### src/core/pmr_pkg.sv
// Package for the program memory read and write control block.
`default_nettype none
package pmr_pkg;

  // Register port word offsets.
  localparam logic [2:0] PMR_OFF_ADDR_LO = 3'h0;
  localparam logic [2:0] PMR_OFF_ADDR_HI = 3'h1;
  localparam logic [2:0] PMR_OFF_WORD_LO = 3'h2;
  localparam logic [2:0] PMR_OFF_WORD_HI = 3'h3;
  localparam logic [2:0] PMR_OFF_CTRL    = 3'h4;
  localparam logic [2:0] PMR_OFF_UNLOCK  = 3'h5;

  // Control register field positions.
  localparam int PMR_BIT_CAL    = 6;
  localparam int PMR_BIT_PERMIT = 2;
  localparam int PMR_BIT_LAUNCH = 1;
  localparam int PMR_BIT_FETCH  = 0;

  // Field widths and reset values.
  localparam int PMR_ADDR_HI_W = 4;
  localparam int PMR_WORD_HI_W = 6;
  localparam int PMR_ADDR_W    = 12;
  localparam int PMR_WORD_W    = 14;
  localparam logic [7:0] PMR_BYTE_RST = 8'h00;
  localparam logic [7:0] PMR_ZERO     = 8'h00;

  // Unlock sequence keys.
  localparam logic [7:0] PMR_KEY_FIRST  = 8'h55;
  localparam logic [7:0] PMR_KEY_SECOND = 8'hAA;

  // Read sequencer: trigger cycle, skipped slot, array access.
  typedef enum logic [1:0] {
    PMR_IDLE   = 2'b00,
    PMR_SKIP   = 2'b01,
    PMR_ACCESS = 2'b10
  } pmr_state_t;

  // Unlock tracker.
  typedef enum logic [1:0] {
    PMR_LOCKED = 2'b00,
    PMR_HALF   = 2'b01,
    PMR_ARMED  = 2'b10
  } pmr_lock_t;

  // Request toward the flash array.
  typedef struct packed {
    logic                  rd;
    logic                  wr_start;
    logic                  cal;
    logic [PMR_ADDR_W-1:0] addr;
    logic [PMR_WORD_W-1:0] wdata;
  } pmr_flash_req_t;

endpackage : pmr_pkg
`default_nettype wire

### src/core/pmr_ctrl.sv
// Program memory read and write control logic with its register file.
// Notes on behaviour
// - Calibration select steers reads to test area
// - Writes allowed only while program permit set
// - Launch bit starts write, hardware clears
// - Fetch trigger starts one-cycle read, set-only
// - Unused control bits ignore writes, read zero
// - High nibble gives top four address bits
// - Array access in second cycle after trigger
// - Second instruction after trigger is discarded
// - Fetched word visible the next cycle
// - Word registers hold until read or write
// - No write while calibration select set
// - Unlock keys must precede write launch
// - Unlock port stores nothing, reads zero
//
// Decided for this implementation: strobed register access and the address map.
`default_nettype none
module pmr_ctrl
  import pmr_pkg::*;
(
  // Clock and reset.
  input  wire logic                  clock,
  input  wire logic                  reset,
  // Register port.
  input  wire logic [2:0]            reg_addr,
  input  wire logic [7:0]            reg_wdata,
  input  wire logic                  reg_wr,
  input  wire logic                  reg_rd,
  output logic      [7:0]            reg_rdata,
  // Flash array side.
  output pmr_flash_req_t             flash_req,
  input  wire logic [PMR_WORD_W-1:0] flash_rdata,
  input  wire logic                  flash_write_done,
  // Core pipeline side.
  output logic                       discard_instr
);

  // Register state.
  logic [7:0]               addr_lo_ff;
  logic [7:0]               nxt_addr_lo;
  logic [PMR_ADDR_HI_W-1:0] addr_hi_ff;
  logic [PMR_ADDR_HI_W-1:0] nxt_addr_hi;
  logic [7:0]               word_lo_ff;
  logic [7:0]               nxt_word_lo;
  logic [PMR_WORD_HI_W-1:0] word_hi_ff;
  logic [PMR_WORD_HI_W-1:0] nxt_word_hi;
  logic                     cal_ff;
  logic                     nxt_cal;
  logic                     permit_ff;
  logic                     nxt_permit;
  logic                     launch_ff;
  logic                     nxt_launch;
  logic                     wr_start_ff;
  logic                     nxt_wr_start;
  pmr_state_t               state_ff;
  pmr_state_t               nxt_state;
  pmr_lock_t                lock_ff;
  pmr_lock_t                nxt_lock;
  logic [7:0]               rdata_ff;
  logic [7:0]               nxt_rdata;

  // Decoded strobes.
  logic wr_ctrl;
  logic wr_unlock;
  logic fetch_bit;
  logic fetch_set;
  logic launch_try;
  logic launch_ok;
  logic access;

  // Control register view; unused positions stay zero.
  logic [7:0] ctrl_view;

  // Strobe decode and the write acceptance check.
  always_comb begin
    wr_ctrl    = reg_wr && (reg_addr == PMR_OFF_CTRL);
    wr_unlock  = reg_wr && (reg_addr == PMR_OFF_UNLOCK);
    fetch_bit  = (state_ff != PMR_IDLE);
    access     = (state_ff == PMR_ACCESS);
    // A new trigger is taken when idle, or in the access cycle where
    // the set beats the hardware clear and restarts the sequence.
    fetch_set  = wr_ctrl && reg_wdata[PMR_BIT_FETCH]
                 && (!fetch_bit || access);
    launch_try = wr_ctrl && reg_wdata[PMR_BIT_LAUNCH] && !launch_ff;
    // Permit, unlock and user space are all needed; permit and select
    // are taken from the same write so one instruction can set both.
    launch_ok  = launch_try
                 && reg_wdata[PMR_BIT_PERMIT]
                 && !reg_wdata[PMR_BIT_CAL]
                 && (lock_ff == PMR_ARMED);
  end

  // Control view for reads.
  always_comb begin
    ctrl_view                 = PMR_ZERO;
    ctrl_view[PMR_BIT_CAL]    = cal_ff;
    ctrl_view[PMR_BIT_PERMIT] = permit_ff;
    ctrl_view[PMR_BIT_LAUNCH] = launch_ff;
    ctrl_view[PMR_BIT_FETCH]  = fetch_bit;
  end

  // Address registers; only the low nibble of the high byte is kept.
  always_comb begin
    nxt_addr_lo = addr_lo_ff;
    nxt_addr_hi = addr_hi_ff;
    if (reg_wr && reg_addr == PMR_OFF_ADDR_LO) begin
      nxt_addr_lo = reg_wdata;
    end
    if (reg_wr && reg_addr == PMR_OFF_ADDR_HI) begin
      nxt_addr_hi = reg_wdata[PMR_ADDR_HI_W-1:0];
    end
  end

  always_ff @(posedge clock or posedge reset) begin
    if (reset) begin
      addr_lo_ff <= PMR_BYTE_RST;
      addr_hi_ff <= PMR_BYTE_RST[PMR_ADDR_HI_W-1:0];
    end else begin
      addr_lo_ff <= nxt_addr_lo;
      addr_hi_ff <= nxt_addr_hi;
    end
  end

  // Word registers; the array capture wins over a software write in the
  // same cycle, since the fetched word is what the program waits for.
  always_comb begin
    nxt_word_lo = word_lo_ff;
    nxt_word_hi = word_hi_ff;
    if (reg_wr && reg_addr == PMR_OFF_WORD_LO) begin
      nxt_word_lo = reg_wdata;
    end
    if (reg_wr && reg_addr == PMR_OFF_WORD_HI) begin
      nxt_word_hi = reg_wdata[PMR_WORD_HI_W-1:0];
    end
    if (access) begin
      nxt_word_lo = flash_rdata[7:0];
      nxt_word_hi = flash_rdata[PMR_WORD_W-1:8];
    end
  end

  always_ff @(posedge clock or posedge reset) begin
    if (reset) begin
      word_lo_ff <= PMR_BYTE_RST;
      word_hi_ff <= PMR_BYTE_RST[PMR_WORD_HI_W-1:0];
    end else begin
      word_lo_ff <= nxt_word_lo;
      word_hi_ff <= nxt_word_hi;
    end
  end

  // Control bits; zero writes to launch never clear it.
  always_comb begin
    nxt_cal      = cal_ff;
    nxt_permit   = permit_ff;
    nxt_launch   = launch_ff;
    nxt_wr_start = launch_ok;
    if (wr_ctrl) begin
      nxt_cal    = reg_wdata[PMR_BIT_CAL];
      nxt_permit = reg_wdata[PMR_BIT_PERMIT];
    end
    if (launch_ff && flash_write_done) begin
      nxt_launch = 1'b0;
    end
    if (launch_ok) begin
      nxt_launch = 1'b1;
    end
  end

  always_ff @(posedge clock or posedge reset) begin
    if (reset) begin
      cal_ff      <= 1'b0;
      permit_ff   <= 1'b0;
      launch_ff   <= 1'b0;
      wr_start_ff <= 1'b0;
    end else begin
      cal_ff      <= nxt_cal;
      permit_ff   <= nxt_permit;
      launch_ff   <= nxt_launch;
      wr_start_ff <= nxt_wr_start;
    end
  end

  // Read sequencer: the slot after the trigger runs normally, the one
  // after that is borrowed for the array and its instruction dropped.
  always_comb begin
    nxt_state = state_ff;
    unique case (state_ff)
      PMR_IDLE: begin
        if (fetch_set) begin
          nxt_state = PMR_SKIP;
        end
      end
      PMR_SKIP: begin
        nxt_state = PMR_ACCESS;
      end
      PMR_ACCESS: begin
        nxt_state = fetch_set ? PMR_SKIP : PMR_IDLE;
      end
      default: begin
        nxt_state = PMR_IDLE;
      end
    endcase
  end

  always_ff @(posedge clock or posedge reset) begin
    if (reset) begin
      state_ff <= PMR_IDLE;
    end else begin
      state_ff <= nxt_state;
    end
  end

  // Unlock tracker; the port keeps no data, only sequence progress,
  // and any other write in between breaks the sequence.
  always_comb begin
    nxt_lock = lock_ff;
    if (wr_unlock) begin
      if (reg_wdata == PMR_KEY_FIRST) begin
        nxt_lock = PMR_HALF;
      end else if (reg_wdata == PMR_KEY_SECOND && lock_ff == PMR_HALF) begin
        nxt_lock = PMR_ARMED;
      end else begin
        nxt_lock = PMR_LOCKED;
      end
    end else if (reg_wr) begin
      nxt_lock = PMR_LOCKED;
    end
  end

  always_ff @(posedge clock or posedge reset) begin
    if (reset) begin
      lock_ff <= PMR_LOCKED;
    end else begin
      lock_ff <= nxt_lock;
    end
  end

  // Read data register; unmapped offsets and the unlock port read zero.
  always_comb begin
    nxt_rdata = PMR_ZERO;
    if (reg_rd) begin
      unique case (reg_addr)
        PMR_OFF_ADDR_LO: nxt_rdata = addr_lo_ff;
        PMR_OFF_ADDR_HI: nxt_rdata = {4'h0, addr_hi_ff};
        PMR_OFF_WORD_LO: nxt_rdata = word_lo_ff;
        PMR_OFF_WORD_HI: nxt_rdata = {2'h0, word_hi_ff};
        PMR_OFF_CTRL:    nxt_rdata = ctrl_view;
        PMR_OFF_UNLOCK:  nxt_rdata = PMR_ZERO;
        default:         nxt_rdata = PMR_ZERO;
      endcase
    end
  end

  always_ff @(posedge clock or posedge reset) begin
    if (reset) begin
      rdata_ff <= PMR_ZERO;
    end else begin
      rdata_ff <= nxt_rdata;
    end
  end

  // Outputs toward the array and the pipeline.
  always_comb begin
    reg_rdata          = rdata_ff;
    flash_req.rd       = access;
    flash_req.wr_start = wr_start_ff;
    flash_req.cal      = cal_ff;
    flash_req.addr     = {addr_hi_ff, addr_lo_ff};
    flash_req.wdata    = {word_hi_ff, word_lo_ff};
    discard_instr      = access;
  end
endmodule : pmr_ctrl
`default_nettype wire

### config.mk
export PLATFORM = sky130hd
export DESIGN_NAME = pmr_ctrl
export DESIGN_NICKNAME = d
export VERILOG_FILES = /design/src/core/pmr_pkg.sv /design/src/core/pmr_ctrl.sv
export SDC_FILE = /design/constraint.sdc
export NUM_CORES = 1
export LEC_CHECK = 0
export ABC_AREA = 0
export BUFFER_PORTS_ARGS = -buffer_cell sky130_fd_sc_hd__buf_2
export CAP_MARGIN = 5
export CELL_PAD_IN_SITES_DETAIL_PLACEMENT = 1
export CELL_PAD_IN_SITES_GLOBAL_PLACEMENT = 1
export CORE_AREA = 3 3 79 118
export CTS_BUF_LIST = sky130_fd_sc_hd__clkbuf_8 sky130_fd_sc_hd__clkbuf_16
export CTS_CLUSTER_DIAMETER = 60
export DETAILED_ROUTE_END_ITERATION = 6
export DIE_AREA = 0 0 82 121
export PLACE_DENSITY_LB_ADDON = 0.1
export SYNTH_ARGS = -nofsm -noshare
export SYNTH_HDL_FRONTEND = slang
export SYNTH_SLANG_ARGS = --single-unit
### constraint.sdc
create_clock -name clock -period 1.3 [get_ports clock]
set_clock_uncertainty 0.15 [all_clocks]
set_input_delay 0 -clock clock [delete_from_list [all_inputs] [get_ports clock]]
set_output_delay 0 -clock clock [all_outputs]
set_load 0.02 [all_outputs]
==> out/metrics.yaml, run 1 <==
setup_path:
  path_max_fanout: 8
  startpoint_type: "flip-flop"
  r2r-end: "word_hi_ff[0]$_DFFE_PP0P_"
  slowest_delay_ns: 0.41
  endpoint_kind: "flip-flop"
  timing.rr.start: "state_ff[1]$_DFFE_PP0P_"
  crit_family: "multiplexers"
  reg2reg_setup_slack_ns: -0.13
  critical_path_class: "reg -> reg"
  critPathArrivalTime_ns: 1.46
  required_ns: 1.32
  critPathBufInv: 0
  r2r_cells: 3
  critPathSlowestCell: "dfrtp_1"
  crit_path_frequent_cell: "mux2_2"
  crit_chain: "nand2b_4, mux2_2, mux2_2"
routing:
  ant_nets: 0
  drtIter0Drc: 27
  wl_per_cell_um: 17.6
  firstDrtPassIters: 4
  drt-total-wl_mm: 7.03
  post-route-drc-count: 0
  vias: 1796
  viasPerCell: 4.49
timing:
  holdWs_ns: -0.00536
  rsz0062_at_grt: "true"
  relSlewSlack: 0.662
  setup_viol: 10
  max_freq_ghz: 0.697
  tightest_slew_ns: 0.506
  setup_slack_ns: -0.134
  finalHoldViolations: 2
  final_max_slew_viol_count: 0
  post-route-period-util: 1.10
  post-route-min-period_ns: 1.43
power:
  pwr-share-clk: 0.298
  power_switching_w: 0.00134
  p_leak_nw: 1.55
  p_sw_frac: 0.316
  seqPwrFrac: 0.396
  vdd_drop_max_mv: 0.629
  p_int_w: 0.00291
  power_density_mw_per_mm2: 1300
  p_comb_frac: 0.307
cts:
  clk_pin_slew_ns: 0.06
  clock_latency_ns: 0.29
  cts-root-buf: "clkbuf_16"
  cts_tree: "yes"
  cts.sinks: 42
  cts_buffers: 5
  clock_path_buffers: 2
  h-tree-depth: 2
floorplanning:
  die_x_um: 82
  initial_utilization: 0.244
  io_pins: 68
  core_region_area_sq_mm: 0.00841
  die_h_um: 121
  dieArea_sq_mm: 0.00992
  placementRows: 41
global_route:
  grt_pass1_vias: 1947
  grt_max_degree: 43
  grt_pass1_wl_mm: 10.8
  grt_usage: 0.151
  overflow: 0
  antenna_found_initial: 0
worst_hold_path:
  hold_path_class: "in -> reg"
  min_path_cells: 3
  worstHoldEndpoint: "word_lo_ff[0]$_DFFE_PP0P_"
  min_from: "reg_wdata[0]"
synthesis:
  syn-num-nets: 196
  syn_area_sq_mm: 0.00205
  synth_top_area_share: 0.512
  yosys-top-cells-area: "dfrtp_1 51%, mux2_2 16%, mux2i_1 5.8%"
  ys_seq_area_frac: 0.512
  synth_cell_types: 37
  synth_cells: 166
  yosys.area.top_type: "dfrtp_1"
  synth-seq-cells: 42
  syn_area_per_cell_sq_um: 12.4
  ys_warn_count: 0
place:
  dp_hpwl_mm: 5.04
  gp_congestion: 0.724
  dpl_cell_area_sq_mm: 0.00273
  io_buffers: 67
final_layout:
  final_cell_mix: "66 x buf_2, 40 x dfrtp_1, 33 x buf_4, 29 x mux2_2, 26 x dlygate4sd3_1"
  drive_gt1_frac: 0.546
  final_core_util: 0.390
  antennaDiodeCount: 0
  fin_nets: 322
  final_cell_area_sq_mm: 0.00328
  final_common_cell: "buf_2"
  area_growth_pct: 59.7
status:
  status: "finished, violations left"
  violations: "hold timing, setup timing"
job:
  maxCapViolations: 0
-- how the worst max path moves through the flow --
stage	start	endpoint	slack, ns	depth (start not counted)
final	state_ff[1]$_DFFE_PP0P_	word_hi_ff[0]$_DFFE_PP0P_	-0.13	3
after global placement	reg_addr[1]	addr_lo_ff[6]$_DFFE_PP0P_	-0.09	4
after CTS	state_ff[1]$_DFFE_PP0P_	word_hi_ff[0]$_DFFE_PP0P_	-0.13	3
after floorplan	state_ff[1]$_DFFE_PP0P_	word_hi_ff[0]$_DFFE_PP0P_	-0.11	4
after detailed placement	state_ff[1]$_DFFE_PP0P_	word_hi_ff[1]$_DFFE_PP0P_	-0.11	3
after global routing	state_ff[0]$_DFFE_PP0P_	word_hi_ff[0]$_DFFE_PP0P_	-0.17	3
-- final cells by class --
| type | count | area [sq um] |
|---|---|---|
| timing repair buffer | 131 | 930 |
| tap | 107 | 134 |
| inverter | 7 | 26.3 |
| fill | 971 | 5130 |
| clock inverter | 2 | 8.76 |
| multi-input combinational | 105 | 990 |
| clock buffer | 6 | 139 |
| sequential | 42 | 1050 |
-- power by group through the flow --
stage | clock, W | combinational [W] | sequential [W]
finish | 0.00126 | 0.00130 | 0.00168
global route | 0.00137 | 0.00141 | 0.00172
CTS | 0.00133 | 0.00130 | 0.00169
detailed placement | 0 | 0.00122 | 0.00171
global placement | 0 | 0.00122 | 0.00170
floorplan | 0 | 0.000417 | 0.00195
-- registers in the layout, indices dropped and copies added, names as in the netlist --
signal,flops
permit_ff,1
lock_ff,2
reg_rdata,8
word_hi_ff,6
cal_ff,1
state_ff,2
wr_start_ff,1
word_lo_ff,8
launch_ff,1
addr_hi_ff,4
addr_lo_ff,8
-- cells in the mapped netlist --
cell type / instances
nand2_1: 3
nand2b_1: 1
clkbuf_2: 1
dfrtp_1: 42
and4b_1: 1
or4b_1: 1
a22oi_1: 3
nor2b_1: 2
o21ai_0: 1
a21o_1: 1
nor3b_1: 1
buf_4: 5
or4bb_1: 1
a21oi_1: 9
inv_1: 6
nand4_1: 3
and3_1: 1
inv_2: 1
o22ai_1: 2
o31a_1: 1
o311ai_1: 1
buf_2: 5
nor4b_4: 1
nand4bb_1: 1
mux4_2: 1
and3b_1: 1
mux2_2: 30
nor4b_2: 1
nor3_1: 3
mux2i_1: 12
a211oi_1: 2
nand3b_1: 1
and4bb_2: 2
nand4b_1: 3
buf_6: 1
nor2_1: 13
a221oi_1: 2
-- repair_timing --
item,CTS,global route
setup endpoints to repair,10,16
hold endpoints to repair,81,3
hold buffers,28,1
setup buffers,2,2
gates resized for setup,3,15
pin swaps,1,5
-- cell families after synthesis --
group	after synthesis	synth area share
AND/OR/NAND/NOR	40	0.134
buffers and inverters	19	0.0512
multiplexers	43	0.234
flip-flops	42	0.512
AO/OA/AOI/OAI	22	0.0694
-- worst register-to-register path, cell delays in order (launching register included) --
cell and delay, ns:
dfrtp_1 0.41, nand2b_4 0.15, mux2_2 0.35, mux2_2 0.26
-- routing by layer --
| layer | track usage | wire (um) | up-vias |
|---|---|---|---|
| met5 | 0 | 0 | - |
| met4 | 0.0561 | 124 | 0 |
| met3 | 0.0312 | 291 | 10 |
| met2 | 0.267 | 3870 | 46 |
| met1 | 0.175 | 2750 | 886 |
| li1 | - | - | 854 |
-- through the flow --
step                      setup WS [ns]  setup TNS (ns)  std cells  hold slack, ns  power [W]
after floorplan                  -0.113          -0.685        166         -0.0149    0.00237
after global placement          -0.0942           -1.12        361         -0.0624    0.00292
after detailed placement         -0.115           -1.10        361         -0.0526    0.00293
after CTS                        -0.126          -0.936        399         -0.0201    0.00431
after global routing             -0.173           -1.60        400        0.000315    0.00450
final                            -0.134           -1.00        400        -0.00536    0.00425
Note: power is estimated with default switching activity, not from simulation.
==> run 2, diff against run 1 <==
--- a/config.mk
+++ b/config.mk
@@ -15,6 +15,7 @@
 export CTS_CLUSTER_DIAMETER = 60
 export DETAILED_ROUTE_END_ITERATION = 6
 export DIE_AREA = 0 0 82 121
+export MAX_ROUTING_LAYER = met4
 export PLACE_DENSITY_LB_ADDON = 0.1
 export SYNTH_ARGS = -nofsm -noshare
 export SYNTH_HDL_FRONTEND = slang
==> out/metrics.yaml, run 2 (synthesized netlist as in run 1, its figures left out) <==
status:
  status: "finished, violations left"
  violations: "hold timing, setup timing"
timing:
  post-route-period-util: 1.10  # about the same
  rsz0062_at_grt: "true"
  finalHoldViolations: 2  # unchanged
  tightest_slew_ns: 0.509  # +0.00211 ns
  setup_slack_ns: -0.134  # +0.000360 ns
  max_freq_ghz: 0.698  # about the same
  holdWs_ns: -0.00760  # -0.00224 ns
  final_max_slew_viol_count: 0  # unchanged
  relSlewSlack: 0.660  # -0.00141
  post-route-min-period_ns: 1.43  # -0.000360 ns
  finalSetupTns_ns: -1.01  # -0.00627 ns
  setup_viol: 10  # unchanged
power:
  power_w: 0.00426  # +0.13%
  seqPwrFrac: 0.395  # about the same
  p_leak_nw: 1.55  # unchanged
  p_sw_frac: 0.316  # +0.000865
  power_density_mw_per_mm2: 1300  # +0.13%
  p_int_w: 0.00291  # about the same
  p_comb_frac: 0.306  # about the same
  vdd_drop_max_mv: 0.634  # +0.83%
  pwr-share-clk: 0.299  # about the same
  power_switching_w: 0.00135  # +0.40%
global_route:
  antenna_found_initial: 0  # unchanged
  grt_max_degree: 43  # unchanged
  grt_pass1_wl_mm: 10.8  # unchanged
  overflow: 0  # unchanged
  grt_usage: 0.155  # +0.00401
  grt_pass1_vias: 1944  # -0.15%
cts:
  cts-root-buf: "clkbuf_16"
  clk_pin_slew_ns: 0.06  # about the same
  cts.sinks: 42  # unchanged
  cts_buffers: 5  # unchanged
  clock_path_buffers: 2  # unchanged
  cts_tree: "yes"
  clock_latency_ns: 0.29  # about the same
  h-tree-depth: 2  # unchanged
place:
  dp_hpwl_mm: 5.04  # unchanged
  io_buffers: 67  # unchanged
  gp_congestion: 0.733  # +1.2%
  dp_slack_ns: -0.115  # unchanged
routing:
  firstDrtPassIters: 4  # unchanged
  drtIter0Drc: 26  # -3.7%
  viasPerCell: 4.50  # +0.17%
  drt-total-wl_mm: 7.03  # about the same
  post-route-drc-count: 0  # unchanged
  ant_nets: 0  # unchanged
  wl_per_cell_um: 17.6  # about the same
  vias: 1799  # +0.17%
setup_path:
  critPathBufInv: 0  # unchanged
  startpoint_type: "flip-flop"
  crit_family: "multiplexers"
  crit_chain: "nand2b_4, mux2_2, mux2_2"
  endpoint_kind: "flip-flop"
  required_ns: 1.32  # about the same
  crit_path_frequent_cell: "mux2_2"
  critical_path_class: "reg -> reg"
  path_max_fanout: 8  # unchanged
  slowest_delay_ns: 0.41  # about the same
  critPathSlowestCell: "dfrtp_1"
  critPathArrivalTime_ns: 1.46  # about the same
final_layout:
  fin_nets: 322  # unchanged
  multi_input_area_sq_um: 990  # unchanged
  final_common_cell: "buf_2"
  final_core_util: 0.390  # unchanged
  regArea_sq_mm: 0.00105  # unchanged
  antennaDiodeCount: 0  # unchanged
  final_cell_mix: "66 x buf_2, 40 x dfrtp_1, 33 x buf_4, 29 x mux2_2, 26 x dlygate4sd3_1"
  area_growth_pct: 59.7  # unchanged
  drive_gt1_frac: 0.546  # unchanged
  nFillCells: 971  # unchanged
floorplanning:
  die_h_um: 121  # unchanged
  initial_utilization: 0.244  # unchanged
  placementRows: 41  # unchanged
  die_x_um: 82  # unchanged
  io_pins: 68  # unchanged
  dieArea_sq_mm: 0.00992  # unchanged
  core_region_area_sq_mm: 0.00841  # unchanged
job:
  maxCapViolations: 0  # unchanged
worst_hold_path:
  hold_path_class: "in -> reg"
[run 2: cell counts in the layout (fill, tap and decap cells not counted)]
Identical to the previous run, type by type.
[run 2: worst reg2reg max path: cells and delay by family (launching register included)]
kind          cells  cell delay (ns)
mux               2             0.61
simple gates      1             0.16
flops             1             0.41
[run 2: final timing paths]
path | from | endpoint | slack [ns] | depth (start not counted)
max in group asynchronous | reset | word_lo_ff[1]$_DFFE_PP0P_ | 0.60 | 4
hold reg to reg | word_hi_ff[4]$_DFFE_PP0P_ | word_hi_ff[4]$_DFFE_PP0P_ | 0.38 | 1
min in group asynchronous | reset | addr_hi_ff[2]$_DFFE_PP0P_ | 0.17 | 4
hold / removal | reg_wdata[0] | word_lo_ff[0]$_DFFE_PP0P_ | -0.008 | 3
setup reg to reg | state_ff[1]$_DFFE_PP0P_ | word_hi_ff[0]$_DFFE_PP0P_ | -0.13 | 3
setup / recovery | state_ff[1]$_DFFE_PP0P_ | word_hi_ff[0]$_DFFE_PP0P_ | -0.13 | 3
[run 2: timing repair]
action	in CTS	in global routing
setup endpoints to repair	10	16
hold endpoints to repair	81	3
hold buffers	28	1
gates resized for setup	3	15
pin swaps	1	5
setup buffers	2	2
[run 2: layout make-up]
cell class | count | share of cell area
inverters | 7 | 0.00801
multi-input cells | 105 | 0.302
flip-flops and latches | 42 | 0.321
clock buffers | 6 | 0.0423
clock inverters | 2 | 0.00267
repair buffers | 131 | 0.283
well taps | 107 | 0.0408
[run 2: power groups by stage]
stage          logic (W)  registers (W)  clock network [W]
2_1_floorplan   0.000417        0.00195                  0
3_3_place_gp     0.00122        0.00170                  0
3_5_place_dp     0.00122        0.00171                  0
4_1_cts          0.00130        0.00169            0.00133
5_1_grt          0.00141        0.00172            0.00138
6_report         0.00130        0.00168            0.00127
[run 2: layer usage]
metal / up-vias / share of wire / track usage
met3: 10 / 0.036 / 0.0275
met5: - / 0 / -
li1: 854 / - / -
met4: 0 / 0.018 / 0.0561
met1: 889 / 0.40 / 0.177
met2: 46 / 0.55 / 0.268
[run 2: metrics by stage]
step / cell area [sq um] / cells
global placement: 2730 / 361
detailed placement: 2730 / 361
floorplan: 2070 / 166
global route: 3280 / 400
finish: 3280 / 400
CTS: 3190 / 399
